[src/rtl/tric_pkg.sv]
// tric_pkg: register map, field layout, reset values and enumerations
// for the two-rank input capture block.
// assumes a 32-bit apb slave with word-aligned registers.
package tric_pkg;

  // ==========================================================================
  // register byte offsets
  localparam logic [11:0] TRIC_CTRL_OFF = 12'h000;
  localparam logic [11:0] TRIC_CMD_OFF = 12'h004;
  localparam logic [11:0] TRIC_STAT_OFF = 12'h008;
  localparam logic [11:0] TRIC_RANK1_OFF = 12'h00C;
  localparam logic [11:0] TRIC_RANK2_OFF = 12'h010;
  localparam logic [11:0] TRIC_READ_OFF = 12'h014;

  // ==========================================================================
  // control field positions
  localparam int TRIC_CTRL_POLICY_BIT = 0;
  localparam int TRIC_CTRL_WAIT_BIT = 1;
  localparam int TRIC_CTRL_S1SRC_LSB = 4;
  localparam int TRIC_CTRL_S2SRC_LSB = 8;
  localparam int TRIC_CMD_S1_BIT = 0;
  localparam int TRIC_CMD_S2_BIT = 1;

  localparam int TRIC_CHANNELS = 16;

  // trigger sources, 2 bits each
  localparam logic [1:0] TRIC_SRC_HOLD = 2'h0;
  localparam logic [1:0] TRIC_SRC_EXT = 2'h1;
  localparam logic [1:0] TRIC_SRC_READ = 2'h2;
  localparam logic [1:0] TRIC_SRC_SW = 2'h3;

  // reset values
  localparam logic TRIC_POLICY_RST = 1'b0;
  localparam logic TRIC_WAIT_RST = 1'b0;
  localparam logic [1:0] TRIC_S1SRC_RST = 2'h2;
  localparam logic [1:0] TRIC_S2SRC_RST = 2'h2;

  typedef enum logic {tric_every_trigger, tric_first_after_transfer} tric_policy_t;
  typedef enum logic {tric_immediate_read_mode, tric_new_data_wait_mode} tric_rmode_t;

  typedef struct packed {
    tric_policy_t capture_policy_select;
    tric_rmode_t read_wait_select;
    logic [1:0] stage_one_source_select;
    logic [1:0] stage_two_source_select;
  } tric_cfg_t;

  localparam tric_cfg_t TRIC_CFG_RST = '{
    capture_policy_select: tric_every_trigger,
    read_wait_select: tric_immediate_read_mode,
    stage_one_source_select: TRIC_S1SRC_RST,
    stage_two_source_select: TRIC_S2SRC_RST
  };

endpackage : tric_pkg

[src/rtl/tric_edge_sync.sv]
// tric_edge_sync: three-flop synchroniser and falling-edge pulse maker
// for the external stage-one and stage-two trigger pins.
// assumes the pin is asynchronous to pclk and held low or high >= 3 cycles.
`timescale 1ns/1ps
`default_nettype none
module tric_edge_sync (
  input wire logic pclk,
  input wire logic presetn,
  input wire logic pin,
  output logic fall_pulse
);

  logic sync_a;
  logic sync_b;
  logic sync_c;
  logic level;

  // ==========================================================================
  // synchroniser; sync_a feeds only sync_b
  always_ff @(posedge pclk or negedge presetn) begin
    if (!presetn) begin
      sync_a <= 1'b1;
      sync_b <= 1'b1;
      sync_c <= 1'b1;
    end else begin
      sync_a <= pin;
      sync_b <= sync_a;
      sync_c <= sync_b;
    end
  end

  // falling edge counts once second and third stages agree on the new low;
  // a glitch shorter than two cycles never makes them agree, so it is lost
  always_ff @(posedge pclk or negedge presetn) begin
    if (!presetn) begin
      level <= 1'b1;
      fall_pulse <= 1'b0;
    end else begin
      if (sync_b == sync_c) begin
        level <= sync_c;
      end
      fall_pulse <= level & ~sync_b & ~sync_c;
    end
  end

endmodule : tric_edge_sync
`default_nettype wire

[src/rtl/tric_capture.sv]
// tric_capture: two-rank capture of sixteen input channels with capture
// policy, read-wait mode and selectable stage-one/stage-two trigger sources.
// registers: control, command, status, both ranks and the slot read port.
// assumes an apb master on pclk; channel pins are asynchronous.
// assumes one transfer at a time; a slot read in wait mode may stall
// for as long as no stage-one trigger arrives, so the master needs its
// own limit on how long it waits.
`timescale 1ns/1ps
`default_nettype none

// Function
// - two policies, every-trigger after reset
// - policy applies to all sixteen channels
// - every-trigger: each stage-one overwrites rank one
// - every-trigger: stage-two moves latest sample
// - first-after-transfer: only first stage-one accepted
// - first-after-transfer: earliest sample is transferred
// - reset acts as stage-two without stage-one
// - immediate and wait read modes, immediate default
// - immediate read returns rank two at once
// - read sample waits for external stage-two
// - wait mode stalls until new data
// - wait mode returns the rank-two sample
// - each wait read consumes one stage-one when stage two is read-driven
// - immediate read may refresh rank one only
// - channel zero is least significant bit
// - stage-two copies whole rank one
// - read-driven both: stage-one, stage-two, then read
module tric_capture
  import tric_pkg::*;
(
  input wire logic pclk,
  input wire logic presetn,
  input wire logic psel,
  input wire logic penable,
  input wire logic pwrite,
  input wire logic [11:0] paddr,
  input wire logic [31:0] pwdata,
  output logic [31:0] prdata,
  output logic pready,
  output logic pslverr,
  input wire logic [TRIC_CHANNELS-1:0] input_channel_group,
  input wire logic stage_one_edge_input,
  input wire logic stage_two_edge_input
);

  // ==========================================================================
  // slot read sequencer states and block state
  typedef enum logic [1:0] {tric_idle, tric_wait, tric_s2, tric_done} tric_rd_t;

  // configuration as written by software
  tric_cfg_t cfg;
  logic [TRIC_CHANNELS-1:0] ch_a;
  logic [TRIC_CHANNELS-1:0] ch_b;
  logic [TRIC_CHANNELS-1:0] ch_c;
  logic [TRIC_CHANNELS-1:0] ch_live;
  // the two capture ranks
  logic [TRIC_CHANNELS-1:0] rank_one;
  logic [TRIC_CHANNELS-1:0] rank_two;
  // policy and wait-mode flags
  logic armed;
  logic new_data;
  tric_rd_t rd_state;
  logic ext1_pulse;
  logic ext2_pulse;
  logic setup;
  logic rd_read;
  logic rd_start;
  logic s1_pulse;
  logic s2_pulse;
  logic s1_accept;
  logic [TRIC_CHANNELS-1:0] s2_source;

  // ==========================================================================
  // input synchronisers
  // ext1 feeds stage one, ext2 stage two; both pins idle high
  tric_edge_sync u_ext1 (
    .pclk(pclk),
    .presetn(presetn),
    .pin(stage_one_edge_input),
    .fall_pulse(ext1_pulse)
  );

  tric_edge_sync u_ext2 (
    .pclk(pclk),
    .presetn(presetn),
    .pin(stage_two_edge_input),
    .fall_pulse(ext2_pulse)
  );

  // channel states use three flops; a change counts once b and c agree.
  // the held live level ignores a channel that is still settling, so a
  // capture never takes a half-resolved bit
  genvar gi;
  generate
    for (gi = 0; gi < TRIC_CHANNELS; gi++) begin : g_ch
      always_ff @(posedge pclk or negedge presetn) begin
        if (!presetn) begin
          ch_a[gi] <= 1'b0;
          ch_b[gi] <= 1'b0;
          ch_c[gi] <= 1'b0;
          ch_live[gi] <= 1'b0;
        end else begin
          ch_a[gi] <= input_channel_group[gi];
          ch_b[gi] <= ch_a[gi];
          ch_c[gi] <= ch_b[gi];
          if (ch_b[gi] == ch_c[gi]) begin
            ch_live[gi] <= ch_c[gi];
          end
        end
      end
    end
  endgenerate

  // ==========================================================================
  // apb decode; every effect is taken at the setup edge only, so the
  // access cycles that follow can never fire a trigger twice
  logic hit_ctrl;
  logic hit_cmd;
  logic hit_stat;
  logic hit_rank1;
  logic hit_rank2;
  logic hit_read;
  logic hit_none;
  always_comb begin
    hit_ctrl = 1'b0;
    hit_cmd = 1'b0;
    hit_stat = 1'b0;
    hit_rank1 = 1'b0;
    hit_rank2 = 1'b0;
    hit_read = 1'b0;
    hit_none = 1'b0;
    case (paddr)
      TRIC_CTRL_OFF: hit_ctrl = 1'b1;
      TRIC_CMD_OFF: hit_cmd = 1'b1;
      TRIC_STAT_OFF: hit_stat = 1'b1;
      TRIC_RANK1_OFF: hit_rank1 = 1'b1;
      TRIC_RANK2_OFF: hit_rank2 = 1'b1;
      TRIC_READ_OFF: hit_read = 1'b1;
      default: hit_none = 1'b1;
    endcase
  end

  assign setup = psel & ~penable;
  assign rd_read = setup & ~pwrite & hit_read;
  assign rd_start = rd_read & (rd_state == tric_idle);

  // software stage triggers from the command register
  logic sw_s1;
  logic sw_s2;
  assign sw_s1 = setup & pwrite & hit_cmd & pwdata[TRIC_CMD_S1_BIT];
  assign sw_s2 = setup & pwrite & hit_cmd & pwdata[TRIC_CMD_S2_BIT];

  // ==========================================================================
  // trigger sources
  always_comb begin
    s1_pulse = 1'b0;
    case (cfg.stage_one_source_select)
      TRIC_SRC_EXT: s1_pulse = ext1_pulse;
      TRIC_SRC_READ: s1_pulse = rd_start;
      TRIC_SRC_SW: s1_pulse = sw_s1;
      default: s1_pulse = 1'b0;
    endcase
  end

  // read-driven stage two fires one cycle after the read's stage one in immediate mode, two cycles after in wait mode,
  // so the copy always sees the sample that the same read took
  always_comb begin
    s2_pulse = 1'b0;
    case (cfg.stage_two_source_select)
      TRIC_SRC_EXT: s2_pulse = ext2_pulse;
      TRIC_SRC_READ: s2_pulse = (rd_state == tric_s2);
      TRIC_SRC_SW: s2_pulse = sw_s2;
      default: s2_pulse = 1'b0;
    endcase
  end

  // policy gate shared by all channels at once; in first-after mode the
  // gate closes on the first stage one and reopens on the next stage two
  logic policy_open;
  assign policy_open = (cfg.capture_policy_select == tric_every_trigger) | armed;
  assign s1_accept = s1_pulse & policy_open;

  // ==========================================================================
  // configuration register; a write lands at its setup edge and the
  // reserved bits are dropped, so they always read back as zero
  always_ff @(posedge pclk or negedge presetn) begin
    if (!presetn) begin
      cfg <= TRIC_CFG_RST;
    end else if (setup & pwrite & (paddr == TRIC_CTRL_OFF)) begin
      cfg.capture_policy_select <= tric_policy_t'(pwdata[TRIC_CTRL_POLICY_BIT]);
      cfg.read_wait_select <= tric_rmode_t'(pwdata[TRIC_CTRL_WAIT_BIT]);
      cfg.stage_one_source_select <= pwdata[TRIC_CTRL_S1SRC_LSB +: 2];
      cfg.stage_two_source_select <= pwdata[TRIC_CTRL_S2SRC_LSB +: 2];
    end
  end

  // ==========================================================================
  // rank one: sampled from live inputs on an accepted stage-one trigger;
  // a rejected trigger leaves the register exactly as it was
  always_ff @(posedge pclk or negedge presetn) begin
    if (!presetn) begin
      rank_one <= '0;
    end else if (s1_accept) begin
      rank_one <= ch_live;
    end
  end

  // rank two: whole-register copy on stage two; a same-cycle stage one
  // is forwarded so a read-driven sample is never one trigger stale
  assign s2_source = s1_accept ? ch_live : rank_one;
  always_ff @(posedge pclk or negedge presetn) begin
    if (!presetn) begin
      rank_two <= '0;
    end else if (s2_pulse) begin
      rank_two <= s2_source;
    end
  end

  // arm flag: reset behaves as an internal stage two with no stage one;
  // when stage one and stage two meet in one cycle, stage two wins
  always_ff @(posedge pclk or negedge presetn) begin
    if (!presetn) begin
      armed <= 1'b1;
    end else if (s2_pulse) begin
      armed <= 1'b1;
    end else if (s1_pulse) begin
      armed <= 1'b0;
    end
  end

  // new data: valid stage one since the last stage two; set beats clear
  // so a capture landing with the transfer is kept for the next read
  always_ff @(posedge pclk or negedge presetn) begin
    if (!presetn) begin
      new_data <= 1'b0;
    end else if (s1_accept) begin
      new_data <= 1'b1;
    end else if (s2_pulse) begin
      new_data <= 1'b0;
    end
  end

  // ==========================================================================
  // slot read sequencer
  // idle -> wait -> s2 -> done in wait mode, else idle -> (s2) -> done; the start edge is the setup edge, and a
  // read-driven stage one fires at that same edge
  always_ff @(posedge pclk or negedge presetn) begin
    if (!presetn) begin
      rd_state <= tric_idle;
    end else begin
      case (rd_state)
        tric_idle: begin
          if (rd_start) begin
            if (cfg.read_wait_select == tric_new_data_wait_mode) begin
              rd_state <= tric_wait;
            end else if (cfg.stage_two_source_select == TRIC_SRC_READ) begin
              rd_state <= tric_s2;
            end else begin
              rd_state <= tric_done;
            end
          end
        end
        tric_wait: begin
          // read-driven stage one set new_data in the start cycle
          if (new_data | s1_accept) begin
            rd_state <= tric_s2;
          end
        end
        // stage two copies rank one in this state when read-driven
        tric_s2: rd_state <= tric_done;
        // the answer is loaded here and stands for one cycle
        tric_done: rd_state <= tric_idle;
        default: rd_state <= tric_idle;
      endcase
    end
  end

  // ==========================================================================
  // read words; fields sit at the package positions, reserved bits read zero
  logic [31:0] ctrl_word;
  logic [31:0] stat_word;
  logic [31:0] read_word;
  always_comb begin
    ctrl_word = 32'h00000000;
    ctrl_word[TRIC_CTRL_POLICY_BIT] = cfg.capture_policy_select;
    ctrl_word[TRIC_CTRL_WAIT_BIT] = cfg.read_wait_select;
    ctrl_word[TRIC_CTRL_S1SRC_LSB +: 2] = cfg.stage_one_source_select;
    ctrl_word[TRIC_CTRL_S2SRC_LSB +: 2] = cfg.stage_two_source_select;
  end

  // status: bit 0 new data, bit 1 armed, bit 2 slot read in progress
  always_comb begin
    stat_word = 32'h00000000;
    stat_word[0] = new_data;
    stat_word[1] = armed;
    stat_word[2] = (rd_state != tric_idle);
  end

  // the slot port is not in this mux: its word comes from the sequencer
  always_comb begin
    read_word = 32'h00000000;
    if (hit_ctrl) begin
      read_word = ctrl_word;
    end else if (hit_stat) begin
      read_word = stat_word;
    end else if (hit_rank1) begin
      read_word = {16'h0000, rank_one};
    end else if (hit_rank2) begin
      read_word = {16'h0000, rank_two};
    end
  end

  // ==========================================================================
  // apb answer: read port answers from the sequencer, others next cycle
  always_ff @(posedge pclk or negedge presetn) begin
    if (!presetn) begin
      pready <= 1'b0;
      pslverr <= 1'b0;
      prdata <= '0;
    end else begin
      pready <= 1'b0;
      pslverr <= 1'b0;
      if (pready) begin
        prdata <= '0;
      end else if (rd_state == tric_done) begin
        pready <= 1'b1;
        prdata <= {16'h0000, rank_two};
      end else if (setup & ~rd_read) begin
        // every other word answers one cycle after its setup edge; writes
        // return zero data, and only offsets outside the map raise an error
        pready <= 1'b1;
        pslverr <= hit_none;
        if (!pwrite) begin
          prdata <= read_word;
        end
      end
    end
  end

endmodule : tric_capture
`default_nettype wire

[config.mk]
export PLATFORM = sky130hd
export DESIGN_NAME = tric_capture
export DESIGN_NICKNAME = d
export VERILOG_FILES = /design/src/rtl/tric_pkg.sv /design/src/rtl/tric_edge_sync.sv /design/src/rtl/tric_capture.sv
export SDC_FILE = /design/constraint.sdc
export NUM_CORES = 1
export LEC_CHECK = 0
export BUFFER_PORTS_ARGS = -buffer_cell sky130_fd_sc_hd__buf_2
export CAP_MARGIN = 40
export CORE_ASPECT_RATIO = 1.4
export CORE_MARGIN = 5
export CORE_UTILIZATION = 45
export CTS_CLUSTER_SIZE = 30
export DETAILED_ROUTE_END_ITERATION = 6
export MAX_ROUTING_LAYER = met4
export PLACE_DENSITY = 0.67
export SYNTH_ARGS = -nofsm -noshare
export SYNTH_HDL_FRONTEND = slang
export SYNTH_SLANG_ARGS = --single-unit
export TNS_END_PERCENT = 5
[constraint.sdc]
create_clock -name pclk -period 3.87 [get_ports pclk]
set_input_delay 0.1935 -clock pclk [delete_from_list [all_inputs] [get_ports pclk]]
set_output_delay 0.1935 -clock pclk [all_outputs]
set_load 0.01 [all_outputs]
## Yosys cells after proc, flatten, opt, wreduce, memory -nomap -nowiden

Cells that the tools add are included.
W data, S select, Z words.

- $mul: 0
- Add/sub/neg operators: 0
- Muxes and demuxes: 33
- Divide/modulo/power cells: 0
- Equality and inequality tests: 35
- Shift-type cells: 0
- Magnitude comparators: 0
- Reduce and logical (&&, ||, !) cells: 9
- Bitwise logic cells: 25

Operators with widths:

| kind | number |
|---|---|
| $mux W32 | 4 |
| $mux W16 | 5 |
| $eq A12 B4 Y1 const B | 2 |
| $eq A12 B5 Y1 const B | 2 |
| $eq A1 B1 Y1 | 18 |
| $mux W1 | 18 |
| $and A1 B1 Y1 | 15 |
| $eq A12 B3 Y1 const B | 1 |
| $eq A2 B2 Y1 const B | 6 |
| $logic_not A12 Y1 | 1 |
| $not A1 Y1 | 8 |
| $pmux W2 S4 | 1 |
| $eq A2 B1 Y1 const B | 3 |
| $mux W2 | 3 |
| $pmux W1 S3 | 2 |
| $reduce_bool A2 Y1 | 3 |
| $reduce_or A6 Y1 | 1 |
| $ne A2 B2 Y1 const B | 2 |
| $reduce_and A2 Y1 | 2 |
| $ne A3 B1 Y1 const B | 1 |
| $reduce_bool A3 Y1 | 1 |
| $logic_not A2 Y1 | 1 |
| $or A1 B1 Y1 | 2 |

- Output and inout bits: 34
- Bits in read-only memories: 0
- Register bits: 150
- Latch bits: 0
- Memories kept: 0
- Logic and storage cells: 188
- Input port bits: 67
- Bits in writable memories: 0

## Longest topological paths before layout

Gate-level depths: netlist of the first run.

- Word-level depth: 10
- Gate-level depth with buffers: 8
- Gate-level depth less buffers: 7

## By module

From an unflattened synthesis of the first run, not the netlist that was laid out.

- Cells, all modules: 352
- Area total of the unflattened synthesis: 5134.9 µm²

By module, submodules not included:

| module | area an instance (µm²) | cells each | seq. area each (µm²) | instances |
|---|---|---|---|---|
| tric_capture | 4837.1 | 338 | 3106.7 | 1 |
| tric_edge_sync | 148.9 | 7 | 130.1 | 2 |

## Worst setup path after synthesis of the first run

Ideal clock, no wire load.

- Path type: input to register
- From: input paddr[0]
- To: register rank_two[12]
- Stages: 7
- Data arrival time: 2.530 ns
- Library setup time: 0.127 ns
- Path slack: 1.213 ns
- Required time: 3.743 ns
- Buffers on the path: 1
- Cells stage by stage: or4_4 nor4_4 nand4_2 a221oi_4 buf_6 mux2_4 mux2_1

- Word-level cells in the longest chain between the ends: 7
- Elaborated cells on any way between the ends: 13
- Those cells by class: eq/ne (2); mux (5); bitwise (6)

Ends and longest elaborated chain:

| item | line | text |
|---|---|---|
| start, declared | tric_capture.sv:37 | `input wire logic [11:0] paddr,` |
| $eq A12 B3 Y1 or $eq A12 B5 Y1 (tied branches) | tric_capture.sv:133 | `case (paddr)` |
| $mux W1 | tric_capture.sv:133 |  |
| $and A1 B1 Y1, on equally long branches | tric_capture.sv:151, tric_capture.sv:145 |  |
| $and A1 B1 Y1, on equally long branches | tric_capture.sv:151, tric_capture.sv:146 |  |
| $pmux W1 S3 * | tric_capture.sv:158 | `case (cfg.stage_one_source_select)` |
| $and A1 B1 Y1 * | tric_capture.sv:182 | `assign s1_accept = s1_pulse & policy_open;` |
| $mux W16 * | - |  |
| via s2_source[12] | tric_capture.sv:72 | `logic [TRIC_CHANNELS-1:0] s2_source;` |
| end signal, assigned | tric_capture.sv:216 | `rank_two <= s2_source;` |
| end, declared | tric_capture.sv:59 | `logic [TRIC_CHANNELS-1:0] rank_two;` |

The timed path passes the listed nets; every way through them passes the cells marked *.
A chain may end at the register's enable or synchronous reset.

## Worst setup path after layout of the first run

- From: input paddr[0]
- To: register rank_two[2]

Same word-level chain as after synthesis.

==> impl_metrics.json, run 1 <==
{
  "crit_fanout": 18,
  "seqPwrFrac_pct": 43.4,
  "outcome": "finished clean",
  "relSlewSlack_pct": 48.2,
  "worstMarginPinSlew_ns": 0.778,
  "cts_hold_buf": 19,
  "ir_drop_mv": 0.341,
  "port_buffers": 58,
  "p_clk_share_pct": 41.8,
  "fillers": 931,
  "period_needed_ns": 2.52,
  "fmax_mhz": 396,
  "rsz0062_at_grt": "false",
  "end_kind": "register",
  "cts_sinks": 134,
  "synth_top_area_share_pct": 60.5,
  "first_pass_iters": 4,
  "drtIter0Drc": 103,
  "core_sq_mm": 0.0112,
  "hpwl_um": 6610,
  "row_count": 46,
  "gp_congestion": 0.842,
  "r2r_setup_slack_ns": 1.47,
  "cp.arrival_ns": 2.81,
  "swShare_pct": 27.1,
  "io_pins": 101,
  "maxSlewViolCount": 0,
  "wl_um": 9470,
  "numCtsBuffers": 17,
  "cts_resized": 0,
  "htree_levels": 4,
  "syn_avg_cell_area_sq_um": 14.3,
  "skew_ns": 0.00708,
  "p_int_w": 0.00272,
  "area_delta_synth_final_pct": 23.8,
  "p_sw_w": 0.00101,
  "ys_ff_latch": 134,
  "async_flop_share_pct": 100,
  "drc": 0,
  "antenna_found_initial": 0,
  "leakagePower_nw": 2.95,
  "cp.required_ns": 4.16,
  "setup_tns_ns": 0,
  "synth_cells": 356,
  "clock_latency_ns": 0.40,
  "critPathKind": "in2reg",
  "postCtsSetupBuffers": 0,
  "start_util_pct": 45.3,
  "grt_overflow": 0,
  "grt_pass1_wl_um": 16000,
  "grt_max_degree": 51,
  "clock_path_buffers": 2,
  "final_nets": 519,
  "synth_area_leaders": "dfrtp_1 61%, dfstp_2 5.7%, mux2_2 4.9%",
  "crit_path_start_kind": "input port",
  "synth.yosys.seq_area_share_pct": 66.2,
  "routed_via_density": 5.05,
  "dieArea_sq_mm": 0.0136,
  "hold_slack_ns": 0.0320,
  "synth_cell_types": 43,
  "synth_edf_count": 0,
  "finalCritPeriodShare_pct": 65.2,
  "clockRootBuffer": "clkbuf_16",
  "powerDensity_mw_per_mm2": 592,
  "ant_nets": 0,
  "cts_tree": "done",
  "max-cap-violations": 0,
  "synth_top_area_cell": "dfrtp_1",
  "grt_usage_pct": 15.6,
  "comb_power_share_pct": 14.8,
  "hp-class": "in2reg",
  "hold_violations": 0,
  "first_global_vias": 3290,
  "wl_per_cell_um": 15.7,
  "synth_area_sq_mm": 0.00509,
  "clk_pin_slew_ns": 0.06,
  "synthFlopType": "dfrtp_1",
  "yosysWarnings": 0,
  "finalSetupViolations": 0,
  "die_w_um": 99.9,
  "num_vias": 3049,
  "yosysMostFrequentCell": "dfrtp_1",
  "dieHeight_um": 136,
  "layout-drive-gt1-share_pct": 31.7,
  "antenna_cells": 0,
  "synthTopCellsByCount": "123 x dfrtp_1, 22 x mux2_2, 18 x maj3_1"
}
==> through the flow <==
step                      std cells  worst slack, ns  power [W]  cell area [sq um]  utilization (%)
after floorplan                 371             1.21    0.00197               5140                -
after global placement          552            0.979    0.00216               5490             48.9
after detailed placement        553            0.929    0.00219               5520             49.2
after CTS                       604             1.35    0.00378               6300             56.1
after global routing            604             1.23    0.00391               6300             56.1
final                           604             1.35    0.00373               6300             56.1
==> layout make-up <==
cell class | instances | area (sq um) | area share (%)
timing repair buffer | 83 | 548 | 8.70
sequential | 134 | 3370 | 53.5
clock buffer | 19 | 443 | 7.03
tap | 144 | 180 | 2.86
inverter | 13 | 48.8 | 0.775
clock inverter | 13 | 148 | 2.34
multi-input combinational | 198 | 1560 | 24.8
==> power by group through the flow <==
| stage | clock [W] | combinational (W) | sequential (W) |
|---|---|---|---|
| after floorplan | 0 | 0.000352 | 0.00162 |
| after CTS | 0.00160 | 0.000561 | 0.00162 |
| final | 0.00156 | 0.000551 | 0.00162 |
| after global placement | 0 | 0.000519 | 0.00164 |
| after detailed placement | 0 | 0.000545 | 0.00164 |
| after global routing | 0.00166 | 0.000617 | 0.00163 |
==> kinds of logic (layout without fill, tap and decap cells) <==
kind of cell / count (synthesis) / after routing / share of synthesized area [%]
buffers and inverters: 39 / 128 / 4.21
DFF: 134 / 134 / 66.2
and+or+nand+nor: 72 / 72 / 8.09
muxes: 45 / 45 / 10.4
other: 1 / 16 / 0.0737
adders and majority gates: 23 / 23 / 4.77
AOI/OAI and AO/OA: 42 / 42 / 6.30
==> sequential cells by signal, summed over array words and instances (netlist names), 2 cells and up <==
signal and cells:
rd_state 2, prdata 16, ch_a 16, ch_b 16, cfg 6, ch_live 16
ch_c 16, rank_one 16, rank_two 16
==> final timing paths <==
path / start / end / cells past startpoint
max: paddr[0] / rank_two[2] / 8
min: pwdata[5] / cfg[3] / 2
max reg2reg: rd_state[0] / rank_two[2] / 7
min reg2reg: ch_a[5] / ch_b[5] / 0
max in group asynchronous: presetn / u_ext1.sync_a / 4
min in group asynchronous: presetn / ch_c[4] / 2
==> layer usage <==
layer  part of all wire (%)  GRT usage (%)  vias up
met5                      0              -        -
met4                    2.8           8.43        0
met3                    6.8           5.05       18
met2                     51           24.5       86
met1                     39           17.7     1531
li1                       -              -     1414
==> cells in the final DEF, fill, tap and decap left out, drive strengths merged, types with 7 or more instances in the layout <==
cell type / count
dfstp: 11
mux2i: 7
maj3: 18
conb: 16
nand2: 16
nor2: 17
dlygate4sd3: 19
dfrtp: 123
nor3: 16
a21oi: 8
clkinv: 7
mux2: 38
buf: 64
clkbuf: 19
a221oi: 11
inv: 16
==> critical path: stages <==
cell and delay [ns]:
buf_2 0.10, or4_4 0.58, nor4_4 0.45, a31oi_1 0.24, a221oi_4 0.21, buf_4 0.37
mux2_2 0.40, mux2_2 0.26
Note: power is estimated with default switching activity, not from simulation.
==> run 2, diff against run 1 <==
--- a/config.mk
+++ b/config.mk
@@ -5,6 +5,7 @@
 export SDC_FILE = /design/constraint.sdc
 export NUM_CORES = 1
 export LEC_CHECK = 0
+export ABC_AREA = 1
 export BUFFER_PORTS_ARGS = -buffer_cell sky130_fd_sc_hd__buf_2
 export CAP_MARGIN = 40
 export CORE_ASPECT_RATIO = 1.4
==> constraint.sdc (replaced) <==
create_clock -name pclk -period 2.5 [get_ports pclk]
set_input_delay 0.125 -clock pclk [delete_from_list [all_inputs] [get_ports pclk]]
set_output_delay 0.125 -clock pclk [all_outputs]
set_load 0.01 [all_outputs]
==> run 2 against run 1 <==
Against the previous run:
- design area increased by 8.5%
- non-clock buffer count is 10 higher
- via count is 31% higher
- register-to-register slack got worse by 0.83 ns
- sequential cell count is the same
- setup slack lost 0.72 ns
- worst hold slack better by 0.0020 ns
- wire length up 19%
- critical endpoint is now rd_state[0]
- largest cell class unchanged
==> impl_metrics.json, run 2 <==
{
  "ant_nets": 0,
  "fillers": 1067,
  "worstRegToRegCells": 9,
  "p_clk_share_pct": 40.2,
  "area_delta_synth_final_pct": 22.7,
  "skew_ns": 0.0114,
  "finalCritPeriodShare_pct": 74.7,
  "synth_cells": 565,
  "final_cell_mix": "157 x nand2_1, 123 x dfrtp_1, 61 x inv_1",
  "relSlewSlack_pct": 58.7,
  "cts_sinks": 134,
  "io_pins": 101,
  "dieHeight_um": 142,
  "gp_congestion": 0.840,
  "crit_fanout": 18,
  "routed_via_density": 4.82,
  "ys_ff_latch": 134,
  "worst_path_most_repeated_cell": "nand2_1",
  "port_buffers": 58,
  "dieArea_sq_mm": 0.0147,
  "postPlaceCellArea_sq_mm": 0.00598,
  "synthTopCellsByCount": "157 x nand2_1, 123 x dfrtp_1, 61 x inv_1",
  "grt_usage_pct": 17.2,
  "num_vias": 3989,
  "setup_tns_ns": 0,
  "hp-class": "in2reg",
  "powerDensity_mw_per_mm2": 876,
  "swShare_pct": 29.8,
  "wl_per_cell_um": 13.7,
  "hold_start": "penable",
  "end_kind": "register",
  "synthFlopType": "dfrtp_1",
  "synth_top_area_share_pct": 55.3,
  "p_int_w": 0.00420,
  "synth_cell_types": 33,
  "final_nets": 736,
  "cp.required_ns": 2.79,
  "rsz0062_at_grt": "false",
  "yosysMostFrequentCell": "nand2_1",
  "clockRootBuffer": "clkbuf_16",
  "critPathKind": "in2reg",
  "start_util_pct": 45.4,
  "synth.yosys.seq_area_share_pct": 60.5,
  "fin_cells": 827,
  "path_delay_family": "simple AND/OR/NAND/NOR gates",
  "r2r_setup_slack_ns": 0.64,
  "placedCellCount": 768,
  "async_flop_share_pct": 100,
  "synth_edf_count": 0,
  "grt_pass1_wl_um": 20000,
  "die_w_um": 104,
  "hold_depth": 4,
  "drc": 0,
  "final_common_cell": "nand2_1",
  "slowest_delay_ns": 0.52,
  "cp.arrival_ns": 2.16,
  "ir_drop_mv": 0.418,
  "antenna_cells": 0,
  "drtIter0Drc": 181,
  "outcome": "finished clean",
  "fin_area_sq_mm": 0.00683,
  "clock_latency_ns": 0.41,
  "syn_avg_cell_area_sq_um": 9.85,
  "antenna_found_initial": 0,
  "hold_violations": 0,
  "grt_max_degree": 56,
  "cts_tree": "done",
  "r2r_start": "rd_state[0]",
  "wl_um": 11300,
  "clk_pin_slew_ns": 0.06,
  "synth_area_leaders": "dfrtp_1 55%, nand2_1 11%, dfstp_2 5.2%",
  "layout-drive-gt1-share_pct": 19.4,
  "clock_path_buffers": 2,
  "leakagePower_nw": 3.42,
  "synth_top_area_cell": "dfrtp_1",
  "yosysWarnings": 0,
  "crit_buf_inv": 2,
  "crit_path_start_kind": "input port",
  "period_needed_ns": 1.87,
  "crit_chain": "dlygate4sd3_1 -> buf_2 -> nand2_1 -> nor2_1 -> nand4_2 -> nand2_4 -> nand3_4 -> nand2_1 -> nand2_1 -> nand2_1 -> nand2_1",
  "max-cap-violations": 0,
  "hpwl_um": 7770,
  "hold_end": "pready",
  "first_global_vias": 4238,
  "grt_overflow": 0,
  "htree_levels": 4,
  "synth_area_sq_mm": 0.00557,
  "core_sq_mm": 0.0123,
  "first_pass_iters": 4,
  "comb_power_share_pct": 17.7,
  "p_sw_w": 0.00178,
  "worstMarginPinSlew_ns": 0.620,
  "finalSetupViolations": 0,
  "numCtsBuffers": 17,
  "row_count": 48,
  "seqPwrFrac_pct": 42.1,
  "r2r_end": "rank_two[2]",
  "maxSlewViolCount": 0,
  "cp_slowest_cell": "dlygate4sd3_1",
  "fmax_mhz": 535
}
==> run 2: cell families (layout without fill, tap and decap cells) <==
kind of cell	Yosys count	count (layout)	synth area share (%)
flip-flops	134	134	60.5
multiplexers	2	2	0.405
AND/OR/NAND/NOR	273	273	22.8
adder cells (fa/ha/maj)	23	23	4.36
buffers and inverters	94	191	7.94
AO/OA/AOI/OAI	38	38	3.89
other	1	16	0.0674
==> run 2: repair_timing <==
item | 4_1_cts | 5_1_grt
hold endpoints to repair | 72 | 0
buffers inserted | 0 | 0
hold buffers | 27 | 0
resized for setup | 0 | 0
==> run 2: power by group through the flow <==
stage	clock, W	combinational (W)	sequential (W)
after detailed placement	0	0.00104	0.00255
after CTS	0.00246	0.00107	0.00252
after floorplan	0	0.000594	0.00259
after global placement	0	0.00100	0.00255
final	0.00241	0.00106	0.00252
after global routing	0.00255	0.00121	0.00254
==> run 2: metrics by stage <==
stage / power [W] / utilization (%) / hold WS, ns / worst slack (ns)
after floorplan: 0.00319 / - / -0.171 / 0.878
after CTS: 0.00606 / 55.7 / 0.0131 / 0.629
after detailed placement: 0.00359 / 48.8 / 0.187 / 0.516
after global placement: 0.00355 / 48.8 / 0.174 / 0.596
after global routing: 0.00630 / 55.7 / 0.0916 / 0.422
final: 0.00598 / 55.7 / 0.0340 / 0.632
==> run 2: area by class of cell <==
cell class	instances	area (sq um)	share of cell area [%]
timing repair buffer	93	636	9.31
tap	150	188	2.75
multi-input combinational	352	1810	26.5
clock inverter	14	140	2.05
inverter	66	248	3.63
clock buffer	18	439	6.43
sequential	134	3370	49.3
==> run 2: per-layer routing <==
| layer | global-route usage, % | vias to the layer above | part of all wire, % |
|---|---|---|---|
| met5 | - | - | 0 |
| met2 | 29.1 | 98 | 52 |
| met4 | 6.55 | 0 | 1.6 |
| met1 | 20.0 | 1899 | 42 |
| met3 | 4.01 | 15 | 5.1 |
| li1 | - | 1977 | - |
==> run 2: worst max-delay path by stage <==
stage / from / end / slack [ns] / depth (start not counted)
floorplan: rd_state[0] / rank_two[14] / 0.88 / 10
global placement: paddr[11] / rd_state[0] / 0.60 / 11
detailed placement: paddr[11] / rd_state[0] / 0.52 / 11
CTS: rd_state[1] / rd_state[0] / 0.63 / 11
global route: rd_state[0] / rank_two[11] / 0.42 / 9
finish: psel / rd_state[0] / 0.63 / 11
==> run 2: worst reg2reg max path: cells and delay by family (launching register included) <==
kind / cells / cell delay [ns]
buffers and inverters: 4 / 0.52
AND/OR/NAND/NOR: 2 / 0.18
adder cells (fa/ha/maj): 1 / 0.16
AO/OA/AOI/OAI: 2 / 0.49
flip-flops: 1 / 0.41
